### src/gate_seq_pkg.sv
// Notes on behaviour
// PWM high: drop low-side gate first
// Low-side confirmed off, delay, then high-side
// PWM low: drop high-side after delay; the code drops it at once and runs the delay afterwards
// High-side stopped, timer, then low-side on
// Conduction status from gate and switch levels
// Skip-mode high enables zero-current mode
// Mid-state: low-side on for blanking plus debounce
// After blanking, zero current ends low-side
// Enable rising edge runs 25 us calibration
// Three-level PWM sets high and low side
// Skip-mode mid engages PWM bias
// Skip-mode high or low: bias off
// Enable low or open blocks high-side
// Partner drives enable from logic or pull-up
// Stay disabled until supply lockout clears
// Skip-mode mid behaves as skip-mode high
// Skip low, PWM mid: both gates off now
// Lockout or disabled holds both gates low
// Pre-decoded levels, timers as cycle counters
package gate_seq_pkg;

  // Three-level input codes as delivered by the analog front end
  typedef enum logic [1:0] {
    LEVEL_LOW,
    LEVEL_MID,
    LEVEL_HIGH,
    LEVEL_BAD
  } level_t;

  // Monitored analog comparator outputs
  typedef struct packed {
    logic high_side_gate_level;
    logic low_side_gate_level;
    logic switch_node;
    logic zero_current_detect;
  } monitor_t;

  // Gate commands
  typedef struct packed {
    logic high_side_gate;
    logic low_side_gate;
  } gate_cmd_t;

  localparam int unsigned CLK_HZ = 20_000_000;
  localparam int unsigned CLK_PERIOD_PS = 50_000;

  // Times in ns and us as printed
  localparam int unsigned LOW_SIDE_OFF_DELAY_NS = 13;
  localparam int unsigned HIGH_SIDE_OFF_DELAY_NS = 47;
  localparam int unsigned HIGH_SIDE_ON_DELAY_NS = 13;
  localparam int unsigned LOW_SIDE_ON_DELAY_NS = 12;
  localparam int unsigned ZERO_CURRENT_BLANKING_TIME_NS = 250;
  localparam int unsigned DEBOUNCE_NS = 80;
  localparam int unsigned CALIBRATION_US = 25;

  function automatic int unsigned ns_to_cycles(input int unsigned ns);
    int unsigned c;
    c = (ns * 1000 + CLK_PERIOD_PS - 1) / CLK_PERIOD_PS;
    return (c < 1) ? 1 : c;
  endfunction

  localparam int unsigned LOW_SIDE_OFF_CYC = ns_to_cycles(LOW_SIDE_OFF_DELAY_NS);
  localparam int unsigned HIGH_SIDE_OFF_CYC = ns_to_cycles(HIGH_SIDE_OFF_DELAY_NS);
  localparam int unsigned HIGH_SIDE_ON_CYC = ns_to_cycles(HIGH_SIDE_ON_DELAY_NS);
  localparam int unsigned LOW_SIDE_ON_CYC = ns_to_cycles(LOW_SIDE_ON_DELAY_NS);
  localparam int unsigned BLANK_CYC = ns_to_cycles(ZERO_CURRENT_BLANKING_TIME_NS + DEBOUNCE_NS);
  localparam int unsigned CALIBRATION_CYC = (CALIBRATION_US * 1000 * 1000 + CLK_PERIOD_PS - 1) / CLK_PERIOD_PS;

  // Register offsets (byte addresses, one word each)
  localparam logic [3:0] REG_CONTROL = 4'h0;
  localparam logic [3:0] REG_STATUS = 4'h4;
  localparam logic [3:0] REG_STATE = 4'h8;

  // Control register fields
  localparam int unsigned CTRL_FORCE_OFF_BIT = 0;
  localparam logic [31:0] CTRL_RESET = 32'h0000_0000;

  // Status register fields
  localparam int unsigned ST_HS_BIT = 0;
  localparam int unsigned ST_LS_BIT = 1;
  localparam int unsigned ST_ENABLED_BIT = 2;
  localparam int unsigned ST_CAL_BIT = 3;
  localparam int unsigned ST_ZCD_MODE_BIT = 4;
  localparam int unsigned ST_BIAS_BIT = 5;

endpackage

### src/gate_drive_sequencer.sv
`timescale 1ns/10ps
module gate_drive_sequencer #(
  parameter int unsigned LOW_SIDE_OFF_CYCLES = gate_seq_pkg::LOW_SIDE_OFF_CYC,
  parameter int unsigned HIGH_SIDE_OFF_CYCLES = gate_seq_pkg::HIGH_SIDE_OFF_CYC,
  parameter int unsigned HIGH_SIDE_ON_CYCLES = gate_seq_pkg::HIGH_SIDE_ON_CYC,
  parameter int unsigned LOW_SIDE_ON_CYCLES = gate_seq_pkg::LOW_SIDE_ON_CYC,
  parameter int unsigned BLANK_CYCLES = gate_seq_pkg::BLANK_CYC,
  parameter int unsigned CALIBRATION_CYCLES = gate_seq_pkg::CALIBRATION_CYC
) (
  input wire logic clk_i,
  input wire logic rst_i,
  input wire gate_seq_pkg::level_t pwm_level_i,
  input wire gate_seq_pkg::level_t skip_mode_n_i,
  input wire logic driver_enable_n_i,
  input wire logic driver_enable_open_i,
  input wire logic supply_ok_i,
  input wire gate_seq_pkg::monitor_t monitor_i,
  input wire logic [3:0] avs_address_i,
  input wire logic avs_read_i,
  input wire logic avs_write_i,
  input wire logic [31:0] avs_writedata_i,
  input wire logic [3:0] avs_byteenable_i,
  output logic [31:0] avs_readdata_o,
  output logic avs_waitrequest_o,
  output gate_seq_pkg::gate_cmd_t gate_o,
  output logic pwm_bias_en_o,
  output logic zero_current_pwm_mode_o,
  output logic calibrating_o
);

  localparam int CW = 20;

  // Counters are CW bits wide and the gate delays stay within eight bits;
  // lengths that do not fit, or are zero, cannot be served
  if (CALIBRATION_CYCLES >= (1 << CW) || BLANK_CYCLES >= (1 << CW) || LOW_SIDE_OFF_CYCLES == 0 ||
      HIGH_SIDE_OFF_CYCLES == 0 || HIGH_SIDE_ON_CYCLES == 0 || LOW_SIDE_ON_CYCLES == 0 ||
      BLANK_CYCLES == 0 || CALIBRATION_CYCLES == 0 || LOW_SIDE_OFF_CYCLES > 255 ||
      HIGH_SIDE_OFF_CYCLES > 255 || HIGH_SIDE_ON_CYCLES > 255 || LOW_SIDE_ON_CYCLES > 255)
  begin : gen_bad_length
    $error("gate_drive_sequencer: timer length out of range");
  end

  typedef enum logic [2:0] {
    ST_OFF,
    ST_LS_ON,
    ST_LS_TURNOFF,
    ST_HS_WAIT,
    ST_HS_ON,
    ST_HS_TURNOFF,
    ST_LS_WAIT,
    ST_ZCD_WATCH
  } phase_t;

  // Two-flop synchronisers for pin-side inputs
  logic [10:0] sync_a;
  logic [10:0] sync_b;
  always_ff @(posedge clk_i)
  begin
    if (rst_i)
    begin
      sync_a <= 11'h000;
      sync_b <= 11'h000;
    end
    else
    begin
      sync_a <= {pwm_level_i, skip_mode_n_i, driver_enable_n_i, driver_enable_open_i, supply_ok_i, monitor_i};
      sync_b <= sync_a;
    end
  end

  gate_seq_pkg::level_t pwm;
  gate_seq_pkg::level_t skip;
  logic enable_pin;
  logic enable_open;
  logic supply_ok;
  gate_seq_pkg::monitor_t mon;
  assign pwm = gate_seq_pkg::level_t'(sync_b[10:9]);
  assign skip = gate_seq_pkg::level_t'(sync_b[8:7]);
  assign enable_pin = sync_b[6];
  assign enable_open = sync_b[5];
  assign supply_ok = sync_b[4];
  assign mon = gate_seq_pkg::monitor_t'(sync_b[3:0]);

  // Register file
  logic [31:0] control;
  logic force_off;
  assign force_off = control[gate_seq_pkg::CTRL_FORCE_OFF_BIT];

  // Driver enabled only with supply good, enable pin driven high, not forced
  logic enabled;
  assign enabled = supply_ok && enable_pin && !enable_open && !force_off;

  // Skip-mode codes that turn zero-current handling on; mid acts as high
  function automatic logic zcd_code(input gate_seq_pkg::level_t s);
    return (s == gate_seq_pkg::LEVEL_HIGH) || (s == gate_seq_pkg::LEVEL_MID);
  endfunction

  // Skip-mode decode: mid acts as high apart from bias
  logic zcd_mode;
  assign zcd_mode = zcd_code(skip);
  // Bias engaged only in skip mid; disconnected otherwise
  logic bias_on;
  assign bias_on = (skip == gate_seq_pkg::LEVEL_MID);

  // Conduction status from gate levels and switch node
  logic ls_conducting;
  logic hs_conducting;
  assign ls_conducting = mon.low_side_gate_level;
  assign hs_conducting = mon.high_side_gate_level || mon.switch_node;

  // Calibration on every rising edge of the enable input
  logic enable_prev;
  logic [CW-1:0] cal_cnt;
  always_ff @(posedge clk_i)
  begin
    if (rst_i)
    begin
      enable_prev <= 1'b0;
      cal_cnt <= '0;
    end
    else
    begin
      enable_prev <= enable_pin;
      if (enable_pin && !enable_prev)
        cal_cnt <= CW'(CALIBRATION_CYCLES);
      else if (cal_cnt != '0)
        cal_cnt <= cal_cnt - CW'(1);
    end
  end
  logic cal_busy;
  assign cal_busy = (cal_cnt != '0);

  // Mode, bias and calibration flags leave through flip-flops
  always_ff @(posedge clk_i)
  begin
    if (rst_i)
    begin
      zero_current_pwm_mode_o <= 1'b0;
      pwm_bias_en_o <= 1'b0;
      calibrating_o <= 1'b0;
    end
    else
    begin
      zero_current_pwm_mode_o <= zcd_mode;
      pwm_bias_en_o <= bias_on;
      calibrating_o <= cal_busy;
    end
  end

  // Gate sequencer state
  phase_t phase;
  phase_t next_phase;
  logic [CW-1:0] tmr;
  logic [CW-1:0] next_tmr;
  logic hs_cmd;
  logic ls_cmd;

  // Next-state and timer logic
  always_comb
  begin
    next_phase = phase;
    next_tmr = (tmr != '0) ? tmr - CW'(1) : tmr;
    if (!enabled)
    begin
      next_phase = ST_OFF;
      next_tmr = '0;
    end
    else
    begin
      unique case (phase)
        ST_OFF, ST_LS_ON, ST_ZCD_WATCH:
        begin
          if (pwm == gate_seq_pkg::LEVEL_HIGH)
          begin
            if (phase == ST_LS_ON || phase == ST_ZCD_WATCH)
            begin
              next_phase = ST_LS_TURNOFF;
              next_tmr = CW'(LOW_SIDE_OFF_CYCLES);
            end
            else
            begin
              next_phase = ST_HS_WAIT;
              next_tmr = CW'(HIGH_SIDE_ON_CYCLES);
            end
          end
          // Low side already on out of the blanking watch: keep it on, no gap
          else if (pwm == gate_seq_pkg::LEVEL_LOW && phase == ST_ZCD_WATCH)
            next_phase = ST_LS_ON;
          else if (pwm == gate_seq_pkg::LEVEL_LOW && phase == ST_OFF)
          begin
            next_phase = ST_LS_WAIT;
            next_tmr = CW'(LOW_SIDE_ON_CYCLES);
          end
          else if (pwm == gate_seq_pkg::LEVEL_MID)
          begin
            if (!zcd_mode)
              next_phase = ST_OFF;
            else if (phase == ST_OFF && (mon.zero_current_detect || tmr != '0))
              next_phase = ST_OFF;
            else if (phase == ST_LS_ON)
            begin
              next_phase = ST_ZCD_WATCH;
              next_tmr = CW'(BLANK_CYCLES);
            end
            else if (phase == ST_ZCD_WATCH && tmr == '0 && mon.zero_current_detect)
              next_phase = ST_OFF;
          end
        end
        ST_LS_TURNOFF:
        begin
          // Wait for the low-side gate to be seen off before the high-side delay
          if (tmr == '0 && !ls_conducting)
          begin
            next_phase = ST_HS_WAIT;
            next_tmr = CW'(HIGH_SIDE_ON_CYCLES);
          end
        end
        ST_HS_WAIT:
        begin
          if (pwm != gate_seq_pkg::LEVEL_HIGH)
            next_phase = ST_HS_TURNOFF;
          else if (tmr == '0 && !ls_conducting)
            next_phase = ST_HS_ON;
        end
        ST_HS_ON:
        begin
          if (pwm != gate_seq_pkg::LEVEL_HIGH)
          begin
            next_phase = ST_HS_TURNOFF;
            next_tmr = CW'(HIGH_SIDE_OFF_CYCLES);
          end
        end
        ST_HS_TURNOFF:
        begin
          // High side dropped; wait until it has stopped conducting
          if (tmr == '0 && !hs_conducting)
          begin
            if (pwm == gate_seq_pkg::LEVEL_MID && !zcd_mode)
              next_phase = ST_OFF;
            else if (pwm == gate_seq_pkg::LEVEL_HIGH)
            begin
              next_phase = ST_HS_WAIT;
              next_tmr = CW'(HIGH_SIDE_ON_CYCLES);
            end
            else
            begin
              next_phase = ST_LS_WAIT;
              next_tmr = CW'(LOW_SIDE_ON_CYCLES);
            end
          end
        end
        ST_LS_WAIT:
        begin
          if (pwm == gate_seq_pkg::LEVEL_HIGH)
            next_phase = ST_HS_WAIT;
          else if (pwm == gate_seq_pkg::LEVEL_MID && !zcd_mode)
            next_phase = ST_OFF;
          else if (tmr == '0 && !hs_conducting)
          begin
            if (pwm == gate_seq_pkg::LEVEL_MID)
            begin
              next_phase = ST_ZCD_WATCH;
              next_tmr = CW'(BLANK_CYCLES);
            end
            else
              next_phase = ST_LS_ON;
          end
        end
      endcase
    end
  end

  // Sequencer registers
  always_ff @(posedge clk_i)
  begin
    if (rst_i)
    begin
      phase <= ST_OFF;
      tmr <= '0;
    end
    else
    begin
      phase <= next_phase;
      tmr <= next_tmr;
    end
  end

  // Gate commands registered from the next state
  always_ff @(posedge clk_i)
  begin
    if (rst_i)
    begin
      hs_cmd <= 1'b0;
      ls_cmd <= 1'b0;
    end
    else
    begin
      hs_cmd <= (next_phase == ST_HS_ON);
      ls_cmd <= (next_phase == ST_LS_ON) || (next_phase == ST_ZCD_WATCH);
    end
  end
  assign gate_o = '{high_side_gate: hs_cmd, low_side_gate: ls_cmd};

  // Avalon-MM slave: one wait cycle on every access, then answer
  logic acc_done;
  always_ff @(posedge clk_i)
  begin
    if (rst_i)
      acc_done <= 1'b0;
    else
      acc_done <= (avs_read_i || avs_write_i) && !acc_done;
  end
  assign avs_waitrequest_o = (avs_read_i || avs_write_i) && !acc_done;

  // Control register write with byte enables
  always_ff @(posedge clk_i)
  begin
    if (rst_i)
      control <= gate_seq_pkg::CTRL_RESET;
    else if (avs_write_i && acc_done && avs_address_i == gate_seq_pkg::REG_CONTROL)
    begin
      for (int b = 0; b < 4; b++)
        if (avs_byteenable_i[b])
          control[8*b +: 8] <= avs_writedata_i[8*b +: 8];
    end
  end

  // Read data; unmapped addresses read zero
  always_ff @(posedge clk_i)
  begin
    if (rst_i)
      avs_readdata_o <= 32'h0000_0000;
    else if (avs_read_i && !acc_done)
    begin
      unique case (avs_address_i)
        gate_seq_pkg::REG_CONTROL: avs_readdata_o <= control;
        gate_seq_pkg::REG_STATUS: avs_readdata_o <= {26'h000_0000, pwm_bias_en_o, zcd_mode, calibrating_o,
                                                      enabled, ls_cmd, hs_cmd};
        gate_seq_pkg::REG_STATE: avs_readdata_o <= {29'h0000_0000, phase};
        default: avs_readdata_o <= 32'h0000_0000;
      endcase
    end
  end

endmodule

### config.mk
export PLATFORM = sky130hd
export DESIGN_NAME = gate_drive_sequencer
export DESIGN_NICKNAME = d
export VERILOG_FILES = /design/src/gate_seq_pkg.sv /design/src/gate_drive_sequencer.sv
export SDC_FILE = /design/constraint.sdc
export NUM_CORES = 1
export LEC_CHECK = 0
export ABC_CLOCK_PERIOD_IN_PS = 1960
export BUFFER_PORTS_ARGS = -buffer_cell sky130_fd_sc_hd__buf_2
export CORE_ASPECT_RATIO = 1.25
export CORE_UTILIZATION = 51
export DETAILED_ROUTE_END_ITERATION = 8
export PLACE_DENSITY = 0.83
export SKIP_CTS_REPAIR_TIMING = 1
export SLEW_MARGIN = 10
export SYNTH_ARGS = -nofsm -noshare
export SYNTH_HDL_FRONTEND = slang
export SYNTH_SLANG_ARGS = --single-unit
### constraint.sdc
create_clock -name clk_i -period 1.96 [get_ports clk_i]
set_input_delay 0.196 -clock clk_i [delete_from_list [all_inputs] [get_ports clk_i]]
set_output_delay 0.196 -clock clk_i [all_outputs]
set_load 0.05 [all_outputs]
==> results.ini, run 1 <==
[global_route]
antenna_found_initial=0
grtUsageTotal_pct=28.6
grt_max_degree=98
grt_overflow=0
grt_pass1_wl_um=26900
grt_pass1_vias=5604

[worst_setup_path]
worstPathArrival_ns=2.47
r2r_end=tmr[12]
ff2ff_path_depth=9
critical_path_class=reg -> reg
reg2reg_from=tmr[13]
slowest_stage=nor4_4
cp.required_ns=2.26
cp_cell_sequence=nor4_4 -> nand4b_4 -> buf_6 -> buf_6 -> o211ai_1 -> buf_4 -> or3_4 -> xor2_2 -> nor2_1
cpPeakStageDelay_ns=0.41
end_kind=flop
ff2ff_setup_slack_ns=-0.21
crit_path_max_fanout=7
critPathLaunchType=flop
crit_top_cell=buf_6

[final_layout]
fillers=726
final_cell_mix=128 x dfxtp_1, 92 x buf_2, 88 x buf_4, 87 x nor2_1, 64 x nand2_1
final_common_cell=dfxtp_1
area_growth_syn_to_layout_pct=39.0
layout.area.seq_mm2=0.00274
finish.utilization_pct=72.9
final_nets=908
drive_gt1_share_pct=34.4
antenna_cells=0
multi_input_area_mm2=0.00326

[die]
dieArea_mm2=0.0119
num_io_pins=93
initial_core_util_pct=52.5
num_rows=43
chipWidth_um=97.7
die_y_um=122
coreArea_mm2=0.0111

[placed_design]
port_buffers=92
dpl.hpwl_um=11500
gp_congestion=0.846

[synth]
avgSynthCellArea_um2=8.55
netlist_area_mm2=0.00584
ys_seq_area_share_pct=46.6
synthDistinctLibCells=67
postSynthNetCount=742
synth_top_cell_by_area=dfxtp_1
synth_top_flop_cell=dfxtp_1
synth_edf_count=0
ys_top_cells_by_area=dfxtp_1 47%, nor2_1 5.8%, a21oi_1 4.7%, nand2_1 4.6%, a22oi_1 4.1%
yosys_warnings=0
synth_cells=683
synth_top_area_share_pct=46.6
synthArstFlopShare_pct=0
synth-seq-cells=136

[timing]
clock.fmax_mhz=461
worstMarginPinSlew_ns=0.947
setup_ws_ns=-0.210
min_period_ns=2.17
rsz0062_at_grt=yes
fin_crit_sh_pct=111
finalHoldViolations=4
slew_viol_final=0
slew_headroom_pct=36.9
holdWs_ns=-0.0116
setup_viol=28
finalClockSkew_ns=0.0109

[outcome]
status=finished with violations
violations=DRC, hold timing, setup timing

[detailed_routing]
wl_um=18200
vias=5901
drc=4
drtPass1Iterations=8
detail_route.vias_per_cell=5.92
wl_per_cell_um=18.3
first_iter_violations=455
ant_nets=0

[pwr]
p_per_area_mw_per_mm2=1130
peakVddDrop_mv=0.862
p_leak_nw=3.35

[run]
cap_viol_max_count=0

[clock_network]
numCtsBuffers=17
cts.htree.levels=4
root_buffer=clkbuf_16
cts_tree=built
clk_pin_slew_worst_paths_ns=0.06
cts_sinks=136
clk_latency_ns=0.42
clockBufferDepth=2

[worst_hold_path]
hold_end=sync_a[4]
hold_class=in -> reg
whs_path_depth=2
min_from=supply_ok_i

## Yosys cell counts, types with 2 or more instances
cell type	n
and2_1	7
buf_4	3
xnor2_1	11
buf_2	6
o31ai_1	4
nor2b_1	29
o41ai_1	4
and3_1	2
nor3b_1	2
a22oi_1	32
mux2i_1	4
nand3_1	47
dfxtp_1	136
a311oi_1	2
nor2_1	90
nand2_1	71
or3_1	7
xor2_1	21
a21oi_1	55
a32oi_1	2
a211oi_1	3
o21ai_1	2
nor4_1	6
nand4_1	5
nand3b_1	4
o41a_1	2
nor3_1	14
ha_1	4
o211ai_1	3
inv_1	12
nand2b_1	4
o311a_1	2
clkbuf_1	34
or4_1	2
a22o_1	2
nor4b_2	2
o21ai_0	13
a31oi_1	4
nor4_2	2
## critical path: cells and delay by family (launching register included)
| kind | cells | cell delay [ns] |
|---|---|---|
| flip-flops | 1 | 0.34 |
| AO/OA/AOI/OAI | 1 | 0.20 |
| AND/OR/NAND/NOR | 4 | 0.85 |
| XOR/XNOR | 1 | 0.15 |
| buffers and inverters | 3 | 0.52 |
## where the power goes
part / total [mW] / internal [mW] / switching [mW] / leakage, nW
Sequential: 3.31 / 3.00 / 0.312 / 1.11
Combinational: 2.44 / 1.19 / 1.26 / 1.93
Clock: 3.45 / 2.21 / 1.24 / 0.312
## routing by layer
layer	GRT usage, %	part of all wire, %	up-vias
met1	32.4	39	2822
met4	15.5	3.9	0
met5	0	0	-
met2	49.4	50	289
met3	7.23	7.2	64
li1	-	-	2726
## through the flow
step | setup TNS, ns | cells | area (um^2) | power [mW] | setup WS [ns]
2_1_floorplan | 0 | 683 | 5870 | 4.38 | 0.00197
3_3_place_gp | -3.55 | 950 | 6960 | 4.84 | -0.246
3_5_place_dp | -4.51 | 950 | 6960 | 4.94 | -0.265
4_1_cts | -5.32 | 981 | 7600 | 8.40 | -0.292
5_1_grt | -6.26 | 996 | 8120 | 9.48 | -0.347
6_report | -3.27 | 996 | 8120 | 9.21 | -0.210
## worst max-delay path by stage
stage               slack (ns)       from  cells after the start       to
CTS                      -0.29     tmr[0]                      8   ls_cmd
finish                   -0.21    tmr[13]                      9  tmr[12]
global placement         -0.25     tmr[0]                     10   tmr[1]
floorplan                0.002  sync_b[8]                      9   tmr[8]
detailed placement       -0.27     tmr[0]                      8   ls_cmd
global route             -0.35    tmr[13]                      9  tmr[12]
## registers in the layout (all words and copies together), names as in the netlist, 3 cells and up
register	flops
avs_readdata_o	32
cal_cnt	20
control	32
phase	3
sync_a	11
sync_b	11
tmr	20
## logic make-up (layout without fill, tap and decap cells)
| logic type | count (synthesis) | after routing | synth area share [%] |
|---|---|---|---|
| mux | 4 | 4 | 0.685 |
| compound gates | 144 | 144 | 16.5 |
| flops | 136 | 136 | 46.6 |
| xor+xnor | 32 | 32 | 4.80 |
| fa+ha+maj | 4 | 4 | 0.857 |
| buf+inv | 57 | 235 | 4.11 |
| simple gates | 306 | 306 | 26.4 |
## layout make-up
| class | instances | area share [%] |
|---|---|---|
| tap | 135 | 2.08 |
| clock buffer | 19 | 5.58 |
| timing repair buffer | 191 | 15.6 |
| sequential | 136 | 33.7 |
| clock inverter | 12 | 2.31 |
| multi-input combinational | 490 | 40.2 |
| inverter | 13 | 0.601 |
(Power assumes the default switching activity.)
==> run 2: changes to the inputs <==
- ABC_AREA: unset -> 1
- ABC_CLOCK_PERIOD_IN_PS: 1960 -> 2150
- CORE_UTILIZATION: 51 -> 56
- PLACE_DENSITY: 0.83 -> 0.86
- clock period: 1.96 -> 2.15 ns (I/O delays scaled with it)
==> results.ini, run 2 <==
[outcome]
violations=hold timing
status=finished with violations

[synth]
synth-seq-cells=136  ; unchanged
synth_top_flop_cell=dfxtp_1
netlist_area_mm2=0.00596  ; +2.0%
synth_commonest_cells=168 x nor2_1, 136 x dfxtp_1, 134 x nand2_1
synth_cells=836  ; +22%
ys_top_cells_by_area=dfxtp_1 46%, nor2_1 11%, nand2_1 8.4%, inv_1 6.6%, o21ai_0 6.5%
synthArstFlopShare_pct=0  ; unchanged
yosysMostFrequentCell=nor2_1
synth_edf_count=0  ; unchanged
avgSynthCellArea_um2=7.13  ; -17%
yosys_warnings=0  ; unchanged
synthDistinctLibCells=36  ; -46%
synth_top_area_share_pct=45.7  ; -0.92 points
ys_seq_area_share_pct=45.7  ; -0.92 points
synth_top_cell_by_area=dfxtp_1
postSynthNetCount=895  ; +21%

[timing]
finalClockSkew_ns=0.0134  ; +0.00246 ns
slew_viol_final=0  ; unchanged
finalHoldViolations=1  ; -3
setup_viol=0  ; -100%
min_period_ns=2.00  ; -0.174 ns
fin_crit_sh_pct=92.9  ; -18 points
rsz0062_at_grt=yes
slew_headroom_pct=59.6  ; +23 points
worstMarginPinSlew_ns=0.604  ; -0.343 ns
holdWs_ns=-0.000570  ; +0.0110 ns
clock.fmax_mhz=501  ; +8.7%

[final_layout]
reg_top3=avs_readdata_o: 32 flops, control: 32 flops
final_cell_mix=163 x nor2_1, 136 x dfxtp_1, 133 x nand2_1, 103 x inv_1, 92 x buf_2
final_common_cell=nor2_1
final_nets=992  ; +9.3%
area_growth_syn_to_layout_pct=20.6
drive_gt1_share_pct=19.2  ; -15 points

[die]
initial_core_util_pct=58.4  ; +5.9 points
chipWidth_um=94.3  ; -3.5%
num_rows=41  ; -4.7%
die_y_um=117  ; -3.6%
coreArea_mm2=0.0102  ; -8.3%
dieArea_mm2=0.0111  ; -7.0%
num_io_pins=93  ; unchanged

[detailed_routing]
wl_per_cell_um=12.6  ; -31%
drtPass1Iterations=5  ; -3
drc=0  ; -4
first_iter_violations=235  ; -48%
detail_route.vias_per_cell=5.12  ; -14%
wl_um=13600  ; -25%
vias=5509  ; -6.6%
ant_nets=0  ; unchanged

[pwr]
p_leak_nw=3.33  ; -0.53%
peakVddDrop_mv=0.627  ; -27%
p_per_area_mw_per_mm2=1060  ; -6.8%
power.total_mw=7.60  ; -17%

[placed_design]
dpl.hpwl_um=9350  ; -19%
gp_congestion=0.932  ; +10%
port_buffers=92  ; unchanged

[worst_setup_path]
cp.required_ns=2.45  ; +0.19 ns
cp-startpoint=tmr[1]
critical_path_class=reg -> reg
critPathLaunchType=flop
crit_path_max_fanout=13  ; +6
reg2reg_from=tmr[1]
worstPathArrival_ns=2.30  ; -0.17 ns
end_kind=flop

[global_route]
grt_pass1_vias=5181  ; -7.5%
grtUsageTotal_pct=26.1  ; -2.5 points
grt_pass1_wl_um=22700  ; -15%
grt_max_degree=37  ; -62%
antenna_found_initial=1  ; +1
grt_overflow=0  ; unchanged

[clock_network]
cts_tree=built
cts.htree.levels=4  ; unchanged
clk_latency_ns=0.42  ; about the same
root_buffer=clkbuf_16
clk_pin_slew_worst_paths_ns=0.06  ; about the same
numCtsBuffers=17  ; unchanged
cts_sinks=136  ; unchanged
clockBufferDepth=2  ; unchanged

[run]
cap_viol_max_count=0  ; unchanged

[worst_hold_path]
min_from=monitor_i[0]
hold_class=in -> reg

-- run 2: cell count changes in the layout (fill, tap and decap cells not counted), sizes merged, moves of 6 or more --
cell   delta
o21ai    +65
nand3    -15
xnor2     -6
inv      +98
nor2     +99
nand2    +69
or3       -7
and2      -7
a22oi    -32
nand4     +9
nor4      -7
buf      -89
nor2b    -29
-- run 2: worst max-delay path, cell delays in order, from the launching register on --
cell and delay [ns]:
dfxtp_1 0.33, inv_1 0.10, ha_2 0.20, nand2_2 0.08
nor2_1 0.12, nand3_1 0.11, nor2_4 0.19, nand2_4 0.09
nor2_4 0.10, o21ai_2 0.07, nand2_2 0.07, nand4_2 0.16
nand2_8 0.20, a21oi_1 0.06
-- run 2: cells by family (layout without fill, tap and decap cells) --
kind of cell / Yosys count / count (layout) / synth area share, %
AO/OA/AOI/OAI: 137 / 137 / 11.8
XOR/XNOR: 23 / 23 / 3.38
adder cells (fa/ha/maj): 4 / 4 / 0.840
AND/OR/NAND/NOR: 403 / 403 / 29.4
buffers and inverters: 133 / 243 / 8.88
flip-flops: 136 / 136 / 45.7
other: 0 / 1 / 0
-- run 2: path summary, 6_finish.rpt --
| check | to | depth (start not counted) | slack, ns |
|---|---|---|---|
| worst max-delay path | tmr[8] | 13 | 0.15 |
| worst min-delay path | sync_a[0] | 3 | -0.0006 |
| worst max register to register | tmr[8] | 13 | 0.15 |
| worst min register to register | sync_b[7] | 2 | 0.40 |
-- run 2: final cells by class --
cell class | instances | area [um^2]
timing repair buffer | 103 | 558
inverter | 108 | 408
clock inverter | 15 | 143
multi-input combinational | 567 | 2770
clock buffer | 17 | 425
antenna | 1 | 2.50
tap | 129 | 161
fill | 791 | 3020
sequential | 136 | 2720
-- run 2: where the power goes --
| part | total, mW | internal [mW] | switching (mW) | leakage (nW) |
|---|---|---|---|---|
| clock network | 2.76 | 1.61 | 1.15 | 0.269 |
| logic | 1.86 | 0.659 | 1.20 | 1.95 |
| registers | 2.98 | 2.78 | 0.203 | 1.11 |
| total | 7.60 | 5.05 | 2.55 | 3.33 |
-- run 2: stage by stage --
stage                     utilization, %  setup slack (ns)  area (um^2)  cells  TNS (ns)
after floorplan                        -             0.360         5960    836         0
after global placement              64.2             0.178         6550   1041         0
after detailed placement            64.2            0.0950         6550   1041         0
after CTS                           69.7            0.0815         7120   1073         0
after global routing                70.4           -0.0232         7180   1075   -0.0893
final                               70.4             0.153         7190   1076         0
-- run 2: routing by layer --
metal / vias up / routed length (um) / track usage [%]
li1: 2845 / - / -
met1: 2454 / 5600 / 29.6
met2: 171 / 6660 / 43.5
met3: 39 / 900 / 8.56
met4: 0 / 419 / 11.7
met5: - / 0 / 0
